--- config.mk ---
export PLATFORM = sky130hd
export DESIGN_NAME = scu_serial_comm_unit
export DESIGN_NICKNAME = d
export VERILOG_FILES = /design/src/inc/scu_pkg.sv /design/src/design/scu_buf2.sv /design/src/design/scu_serial_comm_unit.sv
export SDC_FILE = /design/constraint.sdc
export NUM_CORES = 1
export LEC_CHECK = 0
export ABC_AREA = 1
export BUFFER_PORTS_ARGS = -buffer_cell sky130_fd_sc_hd__buf_2
export CAP_MARGIN = 20
export CORE_MARGIN = 1.5
export CORE_UTILIZATION = 50
export CTS_CLUSTER_SIZE = 12
export DETAILED_ROUTE_END_ITERATION = 8
export PLACE_DENSITY = 0.66
export RECOVER_POWER = 50
export SYNTH_ARGS = -nofsm -noshare
export SYNTH_HDL_FRONTEND = slang
export SYNTH_SLANG_ARGS = --single-unit
--- constraint.sdc ---
create_clock -name sys_clk -period 3.7 [get_ports sys_clk]
set_input_delay 0.555 -clock sys_clk [delete_from_list [all_inputs] [get_ports sys_clk]]
set_output_delay 0.555 -clock sys_clk [all_outputs]
set_load 0.01 [all_outputs]
--- src/inc/scu_pkg.sv ---
// Purpose: Shared constants and types for the serial comm unit
// Assumes: 8-bit characters, 16x oversampling
// Notes:   Clock source encodings follow the mode and clock enable bits
package scu_pkg;
	localparam int DATA_W      = 8;
	localparam int OVS         = 16;
	localparam int OVS_W       = 4;
	localparam int PRE_W       = 2;
	localparam int DIV_W       = 8;
	localparam int BIT_W       = 4;
	localparam logic [3:0] OVS_LAST = 4'hf;
	localparam logic [3:0] OVS_MID  = 4'h7;
	localparam logic [3:0] OVS_HALF = 4'h8;
	localparam int BUF_DEPTH   = 2;

	typedef enum logic [1:0] {
		SCU_TX_IDLE  = 2'b00,
		SCU_TX_START = 2'b01,
		SCU_TX_DATA  = 2'b10,
		SCU_TX_STOP  = 2'b11
	} scu_tx_state_t;

	typedef enum logic [1:0] {
		SCU_RX_IDLE  = 2'b00,
		SCU_RX_START = 2'b01,
		SCU_RX_DATA  = 2'b10,
		SCU_RX_STOP  = 2'b11
	} scu_rx_state_t;
endpackage

--- src/design/scu_buf2.sv ---
// Purpose: Two-entry buffer with valid and ready on both sides
// Assumes: One clock, synchronous active-high reset
// Notes:   Read data come from a register
`timescale 1ns/10ps
module scu_buf2 (
	// Clock and reset
	input  wire logic                         sys_clk,
	input  wire logic                         rst,
	// Fill side
	input  wire logic                         inValid,
	output logic                              inReady,
	input  wire logic [scu_pkg::DATA_W-1:0]   inData,
	// Drain side
	output logic                              outValid,
	input  wire logic                         outReady,
	output logic      [scu_pkg::DATA_W-1:0]   outData
);
	typedef struct packed {
		logic [scu_pkg::DATA_W-1:0] mem0;
		logic [scu_pkg::DATA_W-1:0] mem1;
		logic [1:0]                 count;
	} scu_buf_t;

	scu_buf_t s_q;
	scu_buf_t s_d;
	logic     push;
	logic     pop;

	assign inReady  = (s_q.count != 2'h2);
	assign outValid = (s_q.count != 2'h0);
	assign outData  = s_q.mem0;
	assign push     = inValid && inReady;
	assign pop      = outValid && outReady;

	always_comb begin
		s_d = s_q;
		if (pop) begin
			s_d.mem0 = s_q.mem1;
		end
		if (push) begin
			if (s_q.count == 2'h0 || (s_q.count == 2'h1 && pop)) begin
				s_d.mem0 = inData;
			end else begin
				s_d.mem1 = inData;
			end
		end
		s_d.count = s_q.count + {1'b0, push} - {1'b0, pop};
	end

	always_ff @(posedge sys_clk) begin
		if (rst) begin
			s_q <= '0;
		end else begin
			s_q <= s_d;
		end
	end
endmodule // scu_buf2

--- src/design/scu_serial_comm_unit.sv ---
// Purpose: Asynchronous serial transceiver, full duplex, double buffered
// Assumes: Control bits are plain ports; line pins synchronous to sys_clk
// Notes:   External clock is sampled as a 16x bit-rate enable
`timescale 1ns/10ps
module scu_serial_comm_unit (
	// Clock and reset
	input  wire logic                        sys_clk,
	input  wire logic                        rst,
	// Mode and control
	input  wire logic                        commModeSync,
	input  wire logic                        clockSourceSelLo,
	input  wire logic                        clockSourceSelHi,
	input  wire logic                        txEnableBit,
	input  wire logic                        rxEnableBit,
	input  wire logic                        txEmptyIrqEnable,
	input  wire logic                        txEndIrqEnable,
	input  wire logic                        rxIrqEnable,
	input  wire logic                        parityEnable,
	input  wire logic                        parityOdd,
	input  wire logic                        twoStopBits,
	input  wire logic [scu_pkg::PRE_W-1:0]   baudPrescale,
	input  wire logic [scu_pkg::DIV_W-1:0]   baudDivisor,
	// Transmit data buffer write
	input  wire logic                        txWrite,
	input  wire logic [scu_pkg::DATA_W-1:0]  txWriteData,
	// Receive data buffer read
	input  wire logic                        rxRead,
	output logic      [scu_pkg::DATA_W-1:0]  rxDataBuffer,
	// Status flag clears
	input  wire logic                        clearOverrun,
	input  wire logic                        clearFraming,
	input  wire logic                        clearParity,
	input  wire logic                        clearRxFull,
	// Status flags
	output logic                             txBufferEmptyFlag,
	output logic                             txEndFlag,
	output logic                             rxFullFlag,
	output logic                             overrunErrorFlag,
	output logic                             framingErrorFlag,
	output logic                             parityErrorFlag,
	// Interrupt requests
	output logic                             txEmptyIrq,
	output logic                             txEndIrq,
	output logic                             rxFullIrq,
	output logic                             rxErrorIrq,
	// Line pins
	output logic                             txd,
	input  wire logic                        rxd,
	input  wire logic                        serialClockIn,
	output logic                             serialClockOut,
	output logic                             serialClockOe
);
	typedef struct packed {
		logic [scu_pkg::DATA_W-1:0]  txBuf;
		logic                        tdEmpty;
		logic                        tx_end_flag;
		scu_pkg::scu_tx_state_t      txSt;
		logic [scu_pkg::DATA_W:0]    txShift;
		logic [scu_pkg::BIT_W-1:0]   txCnt;
		logic [scu_pkg::OVS_W-1:0]   txTick;
		logic                        txLine;
		logic                        sckOut;
		scu_pkg::scu_rx_state_t      rxSt;
		logic [scu_pkg::DATA_W:0]    rxShift;
		logic [scu_pkg::BIT_W-1:0]   rxCnt;
		logic [scu_pkg::OVS_W-1:0]   rxTick;
		logic [scu_pkg::DATA_W-1:0]  rxBuf;
		logic                        rdFull;
		logic                        overrun_error_flag;
		logic                        framing_error_flag;
		logic                        parity_error_flag;
		logic                        rxFullIrq;
		logic                        rxErrIrq;
		logic                        txEmptyIrq;
		logic                        txEndIrq;
		logic [scu_pkg::DIV_W+5:0]   baudCnt;
		logic                        extClkPrev;
	} scu_state_t;

	scu_state_t s_q;
	scu_state_t s_d;

	logic                       extClkSel;
	logic                       ovsTick;
	logic [scu_pkg::DIV_W+5:0]  baudLimit;
	logic                       bufOutValid;
	logic                       bufOutReady;
	logic                       bufInReady;
	logic [scu_pkg::DATA_W-1:0] bufOutData;
	logic                       rxParityOk;
	logic                       errAny;

	// Even parity over the data, inverted for odd
	function automatic logic parity_of(input logic [scu_pkg::DATA_W-1:0] d,
		input logic odd);
		parity_of = (^d) ^ odd;
	endfunction

	// Async mode: CLOCK_SOURCE_SEL_HI set selects external clock input
	assign extClkSel = !commModeSync && clockSourceSelHi;
	// Prescaler n scales divisor by 4^n, 32 clocks per count
	assign baudLimit = ({6'h00, baudDivisor} + 14'h0001)
		<< (2 * baudPrescale + 1);
	// Either the internal 16x tick or an external 16x clock edge
	assign ovsTick = extClkSel ? (serialClockIn && !s_q.extClkPrev)
		: (s_q.baudCnt == baudLimit - 14'h0001);

	// Transmit buffer: a write while full is dropped, since bufInReady is not brought out to a port
	scu_buf2 u_txbuf (
		.sys_clk  (sys_clk),
		// Disable drops queued words so the empty flag reads one
		.rst      (rst || !txEnableBit),
		.inValid  (txWrite && txEnableBit),
		.inReady  (bufInReady),
		.inData   (txWriteData),
		.outValid (bufOutValid),
		.outReady (bufOutReady),
		.outData  (bufOutData)
	);
	// Drain one word into the data buffer slot whenever it is empty
	assign bufOutReady = s_q.tdEmpty && txEnableBit;

	assign errAny     = s_q.overrun_error_flag || s_q.framing_error_flag || s_q.parity_error_flag;
	assign rxParityOk = !parityEnable
		|| (parity_of(s_q.rxShift[scu_pkg::DATA_W-1:0], parityOdd)
		== s_q.rxShift[scu_pkg::DATA_W]);

	always_comb begin
		s_d = s_q;
		s_d.rxFullIrq  = 1'b0;
		s_d.rxErrIrq   = 1'b0;
		s_d.txEmptyIrq = 1'b0;
		s_d.txEndIrq   = 1'b0;
		s_d.extClkPrev = serialClockIn;
		s_d.baudCnt = (ovsTick || extClkSel) ? '0 : s_q.baudCnt + 14'h0001;

		// Buffer to data slot clears the empty flag
		if (bufOutValid && bufOutReady) begin
			s_d.txBuf   = bufOutData;
			s_d.tdEmpty = 1'b0;
		end

		if (ovsTick) begin
			s_d.txTick = s_q.txTick + 4'h1;
			// Rising edge mid-bit: high in second half of bit
			s_d.sckOut = (s_q.txTick >= OVS_MIDP1());
		end

		if (ovsTick && s_q.txTick == scu_pkg::OVS_LAST) begin
			case (s_q.txSt)
				scu_pkg::SCU_TX_IDLE: begin
					s_d.txLine = 1'b1;
					if (!s_q.tdEmpty && txEnableBit) begin
						s_d.txShift = {parity_of(s_q.txBuf, parityOdd),
							s_q.txBuf};
						s_d.tdEmpty = 1'b1;
						s_d.txEmptyIrq = txEmptyIrqEnable;
						s_d.tx_end_flag    = 1'b0;
						s_d.txLine  = 1'b0;
						s_d.txSt    = scu_pkg::SCU_TX_START;
					end
				end
				scu_pkg::SCU_TX_START, scu_pkg::SCU_TX_DATA: begin
					if (s_q.txSt == scu_pkg::SCU_TX_START
						&& s_q.txCnt == '1) begin
						// Back-to-back frame: start bit before bit 0
						s_d.txLine = 1'b0;
						s_d.txCnt  = '0;
					end else begin
						s_d.txLine  = s_q.txShift[0];
						s_d.txShift = s_q.txShift >> 1;
						s_d.txCnt   = s_q.txCnt + 4'h1;
						if (s_q.txCnt == (parityEnable ? 4'h8 : 4'h7)) begin
							s_d.txSt  = scu_pkg::SCU_TX_STOP;
							s_d.txCnt = '0;
						end else begin
							s_d.txSt  = scu_pkg::SCU_TX_DATA;
						end
						if (s_q.txSt == scu_pkg::SCU_TX_START) begin
							s_d.txCnt = 4'h1;
						end
					end
				end
				default: begin
					s_d.txLine = 1'b1;
					s_d.txCnt  = s_q.txCnt + 4'h1;
					if (s_q.txCnt == {3'h0, twoStopBits}) begin
						s_d.txCnt = '0;
						if (!s_q.tdEmpty && txEnableBit) begin
							s_d.txShift = {parity_of(s_q.txBuf, parityOdd),
								s_q.txBuf};
							s_d.tdEmpty    = 1'b1;
							s_d.txEmptyIrq = txEmptyIrqEnable;
							s_d.txSt       = scu_pkg::SCU_TX_START;
							// All ones marks a start bit still owed
							s_d.txCnt      = '1;
						end else begin
							s_d.tx_end_flag     = 1'b1;
							s_d.txEndIrq = txEndIrqEnable;
							s_d.txSt     = scu_pkg::SCU_TX_IDLE;
						end
					end
				end
			endcase
		end

		// Receiver, gated by enable and by pending errors
		if (ovsTick && rxEnableBit) begin
			s_d.rxTick = s_q.rxTick + 4'h1;
			case (s_q.rxSt)
				scu_pkg::SCU_RX_IDLE: begin
					s_d.rxTick = '0;
					if (!rxd && rxEnableBit && !errAny) begin
						s_d.rxSt = scu_pkg::SCU_RX_START;
					end
				end
				scu_pkg::SCU_RX_START: begin
					if (s_q.rxTick == scu_pkg::OVS_MID) begin
						s_d.rxTick = '0;
						s_d.rxCnt  = '0;
						s_d.rxSt   = rxd ? scu_pkg::SCU_RX_IDLE
							: scu_pkg::SCU_RX_DATA;
					end
				end
				scu_pkg::SCU_RX_DATA: begin
					if (s_q.rxTick == scu_pkg::OVS_LAST) begin
						s_d.rxShift = parityEnable
							? {rxd, s_q.rxShift[scu_pkg::DATA_W:1]}
							: {1'b0, rxd, s_q.rxShift[scu_pkg::DATA_W-1:1]};
						s_d.rxCnt = s_q.rxCnt + 4'h1;
						if (s_q.rxCnt == (parityEnable ? 4'h8 : 4'h7)) begin
							s_d.rxSt = scu_pkg::SCU_RX_STOP;
						end
					end
				end
				default: begin
					if (s_q.rxTick == scu_pkg::OVS_LAST) begin
						s_d.rxSt = scu_pkg::SCU_RX_IDLE;
						if (s_q.rdFull) begin
							s_d.overrun_error_flag = 1'b1;
						end else begin
							s_d.rxBuf = s_q.rxShift[scu_pkg::DATA_W-1:0];
						end
						if (!rxParityOk) begin
							s_d.parity_error_flag = 1'b1;
						end
						if (!rxd) begin
							s_d.framing_error_flag = 1'b1;
						end
						if (!s_q.rdFull && rxParityOk && rxd) begin
							s_d.rdFull    = 1'b1;
							s_d.rxFullIrq = rxIrqEnable;
						end
						// Full flag untouched by errors
						s_d.rxErrIrq = rxIrqEnable
							&& (s_q.rdFull || !rxParityOk || !rxd);
					end
				end
			endcase
		end

		// Clears lose to a set in the same cycle
		if (rxRead && !s_d.rxFullIrq && !(s_d.rdFull && !s_q.rdFull)) begin
			s_d.rdFull = 1'b0;
		end
		if (clearRxFull && !(s_d.rdFull && !s_q.rdFull)) begin
			s_d.rdFull = 1'b0;
		end
		if (clearOverrun && s_d.overrun_error_flag == s_q.overrun_error_flag) begin
			s_d.overrun_error_flag = 1'b0;
		end
		if (clearFraming && s_d.framing_error_flag == s_q.framing_error_flag) begin
			s_d.framing_error_flag = 1'b0;
		end
		if (clearParity && s_d.parity_error_flag == s_q.parity_error_flag) begin
			s_d.parity_error_flag = 1'b0;
		end
		if (!txEnableBit) begin
			s_d.tdEmpty = 1'b1;
			s_d.tx_end_flag    = 1'b1;
			s_d.txSt    = scu_pkg::SCU_TX_IDLE;
			s_d.txLine  = 1'b1;
		end
		if (!rxEnableBit) begin
			s_d.rxSt = scu_pkg::SCU_RX_IDLE;
		end
	end

	// Mid point plus one: edge lands in bit centre
	function automatic logic [3:0] OVS_MIDP1();
		OVS_MIDP1 = scu_pkg::OVS_HALF;
	endfunction

	always_ff @(posedge sys_clk) begin
		if (rst) begin
			s_q         <= '0;
			s_q.tdEmpty <= 1'b1;
			s_q.tx_end_flag    <= 1'b1;
			s_q.txLine  <= 1'b1;
			s_q.txSt    <= scu_pkg::SCU_TX_IDLE;
			s_q.rxSt    <= scu_pkg::SCU_RX_IDLE;
		end else begin
			s_q <= s_d;
		end
	end

	assign rxDataBuffer      = s_q.rxBuf;
	assign txBufferEmptyFlag = s_q.tdEmpty && !bufOutValid;
	assign txEndFlag         = s_q.tx_end_flag;
	assign rxFullFlag        = s_q.rdFull;
	assign overrunErrorFlag  = s_q.overrun_error_flag;
	assign framingErrorFlag  = s_q.framing_error_flag;
	assign parityErrorFlag   = s_q.parity_error_flag;
	assign txEmptyIrq        = s_q.txEmptyIrq;
	assign txEndIrq          = s_q.txEndIrq;
	assign rxFullIrq         = s_q.rxFullIrq;
	assign rxErrorIrq        = s_q.rxErrIrq;
	assign txd               = s_q.txLine;
	// Clock driven out only on internal source with CLOCK_SOURCE_SEL_LO set
	assign serialClockOe     = !extClkSel && clockSourceSelLo;
	assign serialClockOut    = s_q.sckOut;
endmodule // scu_serial_comm_unit

Yosys cells after proc, flatten, opt, wreduce, memory -nomap -nowiden

Cells that the tools add are included.

Register bits: 99
Input bits: 39
Output and inout port bits: 21
Logic and storage cells: 206

Add/subtract/negate cells: 10
$lt $le $gt $ge: 1
Equal/unequal tests: 26
Shifts and indexed selects: 1
Mux-type cells: 49
Bitwise gates (word level): 13
Reductions and logical operators: 79

Operators by type and width:

| operator                                           | count |
|---|---|
| 2-to-1 mux 17 bit                                  | 2 |
| 2-to-1 mux 8 bit                                   | 4 |
| logical AND 1 bit                                  | 26 |
| 2-to-1 mux 13 bit                                  | 2 |
| case mux 4 bit (2 select lines)                    | 3 |
| case mux 11 bit (2 select lines)                   | 1 |
| 2-to-1 mux 6 bit                                   | 3 |
| OR reduction 2 bit                                 | 9 |
| adder 4 x 1 -> 4 bit, second input constant        | 4 |
| 2-to-1 mux 1 bit                                   | 16 |
| 2-to-1 mux 16 bit                                  | 1 |
| 2-to-1 mux 4 bit                                   | 4 |
| parity 8 bit                                       | 2 |
| 2-to-1 mux 15 bit                                  | 1 |
| adder 14 x 1 -> 14 bit, second input constant      | 1 |
| == test 14 bit                                     | 1 |
| logical NOT 1 bit                                  | 14 |
| != test 2 bit, second input constant               | 7 |
| left shift 9 x 4 -> 14 bit                         | 1 |
| subtractor 14 x 1 -> 14 bit, second input constant | 1 |
| == test 4 bit, second input constant               | 3 |
| 2-to-1 mux 2 bit                                   | 6 |
| AND reduction 4 bit                                | 3 |
| 2-to-1 mux 11 bit                                  | 1 |
| other kinds (30)                                   | 63 |

Depth between registers and ports, before layout

Depth after elaboration: 19
Mapped depth: 24

Hierarchy

From an unflattened synthesis, not the netlist that was laid out.

Cells, all modules: 980
Area, all modules: 6319.8 sq um

By module, submodules not included:

| module               | times used | cells each | area an instance (sq um) | sequential area each (sq um) |
|---|---|---|---|---|
| scu_serial_comm_unit | 1          | 828        | 5315.1                   | 1621.6 |
| scu_buf2             | 1          | 152        | 1004.7                   | 360.3 |

Least setup slack after synthesis

No wires, ideal clock.

Path type: input to register
From: input port baudDivisor[0] (netlist bit)
To: register s_q, in the netlist rxDataBuffer[3]
Library setup time: 0.113 ns
Arrival: 2.835 ns
Required time: 3.587 ns
Path slack: 0.753 ns
Stages on the path: 20
Path buffers: 1
Cell sequence: ha_1 -> nand3_1 -> ha_1 -> a21boi_0 -> o21ai_0 -> nor2_1 -> nand2_1 -> nor2_1 -> nand3_1 -> nor2_1 -> nand3_1 -> nor2_2 -> nand3_4 -> nand2_4 -> nand3_4 -> inv_6 -> nand2_4 -> buf_6 -> nor2_1 -> nor2_1

Longest elaborated chain between the ends: 7

RTL lines:

| item                          | RTL line                    | RTL |
|---|---|---|
| start: declaration            | scu_serial_comm_unit.sv:22  | `input wire logic [scu_pkg::DIV_W-1:0] baudDivisor,` |
| adder 8 x 1 -> 9 bit          | scu_serial_comm_unit.sv:102 | `assign baudLimit = ({6'h00, baudDivisor} + 14'h0001)` |
| left shift 9 x 4 -> 14 bit    | scu_serial_comm_unit.sv:102 |  |
| subtractor 14 x 1 -> 14 bit   | scu_serial_comm_unit.sv:106 | `: (s_q.baudCnt == baudLimit - 14'h0001);` |
| == test 14 bit                | scu_serial_comm_unit.sv:106 |  |
| 2-to-1 mux 1 bit              | scu_serial_comm_unit.sv:105 | `assign ovsTick = extClkSel ? (serialClockIn && !s_q.extClkPrev)` |
| logical AND 1 bit             | scu_serial_comm_unit.sv:208 | `if (ovsTick && rxEnableBit) begin` |
| AND reduction 4 bit (no line) | --                          |  |
| end: declaration              | scu_serial_comm_unit.sv:80  | `scu_state_t s_q;` |

No other way between the ends.
A chain may end at the register's enable or synchronous reset.

Worst setup path in the final report

From: input port baudDivisor[0] (netlist bit)
To: register s_q[47] (netlist bit)

Longest elaborated chain between the ends: 7

RTL lines:

| item                          | RTL line |
|---|---|
| adder 8 x 1 -> 9 bit          | scu_serial_comm_unit.sv:102 |
| left shift 9 x 4 -> 14 bit    | scu_serial_comm_unit.sv:102 |
| subtractor 14 x 1 -> 14 bit   | scu_serial_comm_unit.sv:106 |
| == test 14 bit                | scu_serial_comm_unit.sv:106 |
| 2-to-1 mux 1 bit              | scu_serial_comm_unit.sv:105 |
| logical AND 1 bit             | scu_serial_comm_unit.sv:208 |
| AND reduction 3 bit (no line) | -- |

No other way between the ends.

==> impl_metrics.toml <==
[logic_synthesis]
yosys_register_bits = 99
ys_seq_area_share_pct = 32.72
synth_cells = 917
syn-num-nets = 971
synth_warnings = 0
synth_edf_count = 0
postSynthAreaPerCell_sq_um = 6.605
postSynth.asyncResetShare_pct = 0
synthDominantCellAreaShare_pct = 32.72
most_common_cell_in_the_netlist = "sky130_fd_sc_hd__nand2_1"
synth.cell_area_sq_um = 6057
dominantRegCellSynth = "sky130_fd_sc_hd__dfxtp_1"
synth_top_cells_by_count = "sky130_fd_sc_hd__nand2_1, sky130_fd_sc_hd__nor2_1, sky130_fd_sc_hd__inv_1, sky130_fd_sc_hd__dfxtp_1, sky130_fd_sc_hd__nand3_1"
post-synth-top-area-cell = "sky130_fd_sc_hd__dfxtp_1"
post_synth_main_area_contributors = "sky130_fd_sc_hd__dfxtp_1, sky130_fd_sc_hd__nand2_1, sky130_fd_sc_hd__nor2_1"
yosys.cell_types.count = 43

[die]
start_util_pct = 50.85
die_area_sq_um = 12780
floorplan.rows = 40
height_of_the_die_microns = 113.1
core-area_sq_um = 11910
floorplan.die.width_microns = 113.1
pin_count = 60

[drt]
viasPerCell = 4.996
first_pass_iters = 4
vias = 5576
drt-total-wl_microns = 12870
drt-wirelength-per-cell_microns = 11.53
antenna_left = 0
post-route-drc-count = 0
detailedRoute.firstIterationViolations = 319

[power]
intPower_uw = 1673
comb_power_share_pct = 12.9
post-layout-total-power_uw = 2270
p_switching_uw = 597.4
seq_power_share_pct = 48.2
worst_ir_drop_vdd_v = 0.0002933
power.static_leakage_uw = 0.002942
power_switching_share_pct = 26.31
clock_power_share_pct = 38.9
pwr_density_cell_nw_per_um2 = 340.3

[timing]
final-hold-violation-count = 0
setup_viol_count_final = 0
maxSlewViolCount = 0
setup_repair_after_global_routing_missed_its_margin = "no"
fin_hold_ws_ns = 0.4393
timing_worst_slew_pin_value_ns = 1.246
achievable-frequency_mhz = 314.3
maxSlewHeadroom_pct = 16.95
worst_clock_skew_ns = 0.009155
tns_ns = 0
period_share_pct = 85.99
fin_crit_ns = 3.181

[global_route]
global_route.overflow_total = 0
maximum_number_of_pins_on_one_net_before_global_route_repair = 40
antenna_violations_before_repair = 0
grt_pass1_vias = 5053
grt_first_pass_wirelength_microns = 22600
global_route.usage.total_pct = 21.26

[worst_setup_path]
critical_path.most_common_cell = "sky130_fd_sc_hd__nor2_1"
cp_slowest_stage_delay_ns = 0.34
critical_path.reg2reg.startpoint = "s_q[1]$_SDFF_PP0_"
worst_setup_path_end_kind = "register"
ff2ff_path_depth = 16
crit_start = "baudDivisor[0]"
setup.worst_path.class = "input pin to register"
cp_data_required_time_ns = 3.89
regToRegSetupSlack_ns = 1.25
cp-start-kind = "input pin"
worst-endpoint-arrival_ns = 3.37
critPathMaxFanout = 13
cp_cell_sequence = "clkbuf_1 -> ha_1 -> nand3_1 -> ha_1 -> a21boi_0 -> o21ai_0 -> nor2_1 -> nand2_1 -> nor2_1 -> nand3_1 -> nor2_1 -> nand3_1 -> nor2_1 -> nand3_4 -> nand2_4 -> nand3_4 -> nor2_4 -> o21ai_0 -> nand2_1 -> nor2_1"
critPathCapture = "s_q[47]$_SDFFE_PP0P_"
worst_path_max_delay_cell = "sky130_fd_sc_hd__ha_1"
regToRegEndpoint = "s_q[47]$_SDFFE_PP0P_"

[final_layout]
area_growth_synth_to_finish_pct = 10.14
fillCellCount = 1233
post-route-cell-area_sq_um = 6671
finalNetCount = 1019
antenna_fix_cells = 0
layout-drive-gt1-share_pct = 11.04

[cts]
cts_setup_buffers = 0
path_clk_slew_ns = 0.07
clk-insertion-delay-late_ns = 0.35
cts_buffers = 9
root_buffer = "sky130_fd_sc_hd__clkbuf_16"
post_cts_hold_buffer_count = 0
cts_repair_resize_count = 0
ctsLongestPathBuffers = 2
cts_tree = "built"
clock_sinks = 99
cts_h_tree_depth = 3

[placement]
port_buf_inserts = 59
place_area_sq_um = 6429
gp_congestion = 0.8392
place_hpwl_microns = 9638

[min_path]
min-delay-start = "txWriteData[1]"
holdCritPathClass = "input pin to register"
hold-path-cell-count = 3

[status]
outcome = "completed"

[flow_run]
maxCapViolations = 0
## critical path: cells and delay by family
kind	cells	cell delay, ns
and+or+nand+nor	14	1.64
AOI/OAI and AO/OA	3	0.40
buffers and inverters	1	0.13
adders and majority gates	2	0.64
## cell families (layout without fill, tap and decap cells)
group                    after synthesis  in the layout  share of synthesized area, %
AND/OR/NAND/NOR                      505            505                         38.22
buffers and inverters                143            195                         9.977
AO/OA/AOI/OAI                        125            125                         11.65
flip-flops                            99             99                         32.72
XOR/XNOR                              30             30                         4.338
adder cells (fa/ha/maj)               15             15                         3.099
## how the worst min path moves through the flow
stage,end
floorplan,s_q[1]$_SDFF_PP0_
global placement,s_q[1]$_SDFF_PP0_
detailed placement,s_q[1]$_SDFF_PP0_
CTS,s_q[0]$_SDFF_PP0_
global route,u_txbuf.s_q[6]$_SDFFE_PP0P_
finish,u_txbuf.s_q[3]$_SDFFE_PP0P_
## power by group through the flow
stage	Combinational, uW	Clock [uW]	Sequential (uW)
floorplan	221	0	1110
global placement	294	0	1120
detailed placement	295	0	1120
CTS	297	909	1090
global route	335	953	1100
finish	293	884	1090
## metrics by stage
| step | util [%] | std cells | setup slack (ns) |
|---|---|---|---|
| floorplan | - | 917 | 0.7527 |
| global placement | 53.97 | 1101 | 0.3331 |
| detailed placement | 53.97 | 1101 | 0.2602 |
| CTS | 56.30 | 1116 | 0.6169 |
| global route | 56.01 | 1116 | 0.1559 |
| finish | 56.01 | 1116 | 0.5185 |
## registers in the layout, summed over array words and instances, names as in the netlist
signal            count
s_q                  62
txd                   1
rxDataBuffer          8
rxFullIrq             1
txEndIrq              1
framingErrorFlag      1
serialClockOut        1
u_txbuf.outData       8
parityErrorFlag       1
overrunErrorFlag      1
rxFullFlag            1
u_txbuf.s_q          10
rxErrorIrq            1
txEmptyIrq            1
txEndFlag             1
## layout make-up
class                           instances  area, sq um  area share [%]
Tap cell                              147        183.9           2.757
Timing Repair Buffer                   69        337.8           5.064
Clock inverter                          3        21.27          0.3188
Multi-Input combinational cell        675         3468           51.99
Inverter                              111        421.7           6.320
Clock buffer                           12        256.5           3.845
Sequential cell                        99         1982           29.71
## layer usage
metal / routed length, microns / vias to the layer above / global-route usage (%)
met5: 0 / - / 0
met4: 172 / 0 / 7.250
met3: 258 / 14 / 2.946
met2: 5857 / 54 / 34.91
met1: 6582 / 2453 / 28.82
li1: - / 3055 / -
## layout by cell type, fill, tap and decap left out, types with 2 or more instances in the layout
cell type,instances
sky130_fd_sc_hd__nand2_1,212
sky130_fd_sc_hd__ha_1,15
sky130_fd_sc_hd__nor2_1,124
sky130_fd_sc_hd__nand2_2,13
sky130_fd_sc_hd__nor2_2,4
sky130_fd_sc_hd__o22ai_1,6
sky130_fd_sc_hd__clkbuf_1,25
sky130_fd_sc_hd__buf_4,9
sky130_fd_sc_hd__nand3b_1,4
sky130_fd_sc_hd__o21ai_0,48
sky130_fd_sc_hd__a21oi_1,43
sky130_fd_sc_hd__nor4_1,6
sky130_fd_sc_hd__clkbuf_16,9
sky130_fd_sc_hd__nor3_1,15
sky130_fd_sc_hd__nor3b_1,5
sky130_fd_sc_hd__buf_2,36
sky130_fd_sc_hd__nand4_1,14
sky130_fd_sc_hd__nand3_1,86
sky130_fd_sc_hd__inv_2,6
sky130_fd_sc_hd__xor2_1,15
sky130_fd_sc_hd__dfxtp_1,99
sky130_fd_sc_hd__o41ai_1,2
sky130_fd_sc_hd__clkbuf_8,2
sky130_fd_sc_hd__inv_6,2
sky130_fd_sc_hd__a21oi_2,2
sky130_fd_sc_hd__o21ai_1,3
sky130_fd_sc_hd__nor2_4,6
sky130_fd_sc_hd__nand3_4,3
sky130_fd_sc_hd__nand3_2,8
sky130_fd_sc_hd__o211ai_1,3
sky130_fd_sc_hd__xnor2_1,15
sky130_fd_sc_hd__a31oi_1,9
sky130_fd_sc_hd__a21boi_0,3
sky130_fd_sc_hd__nand2_4,3
sky130_fd_sc_hd__inv_1,103
Power figures use the tool's default switching activity.
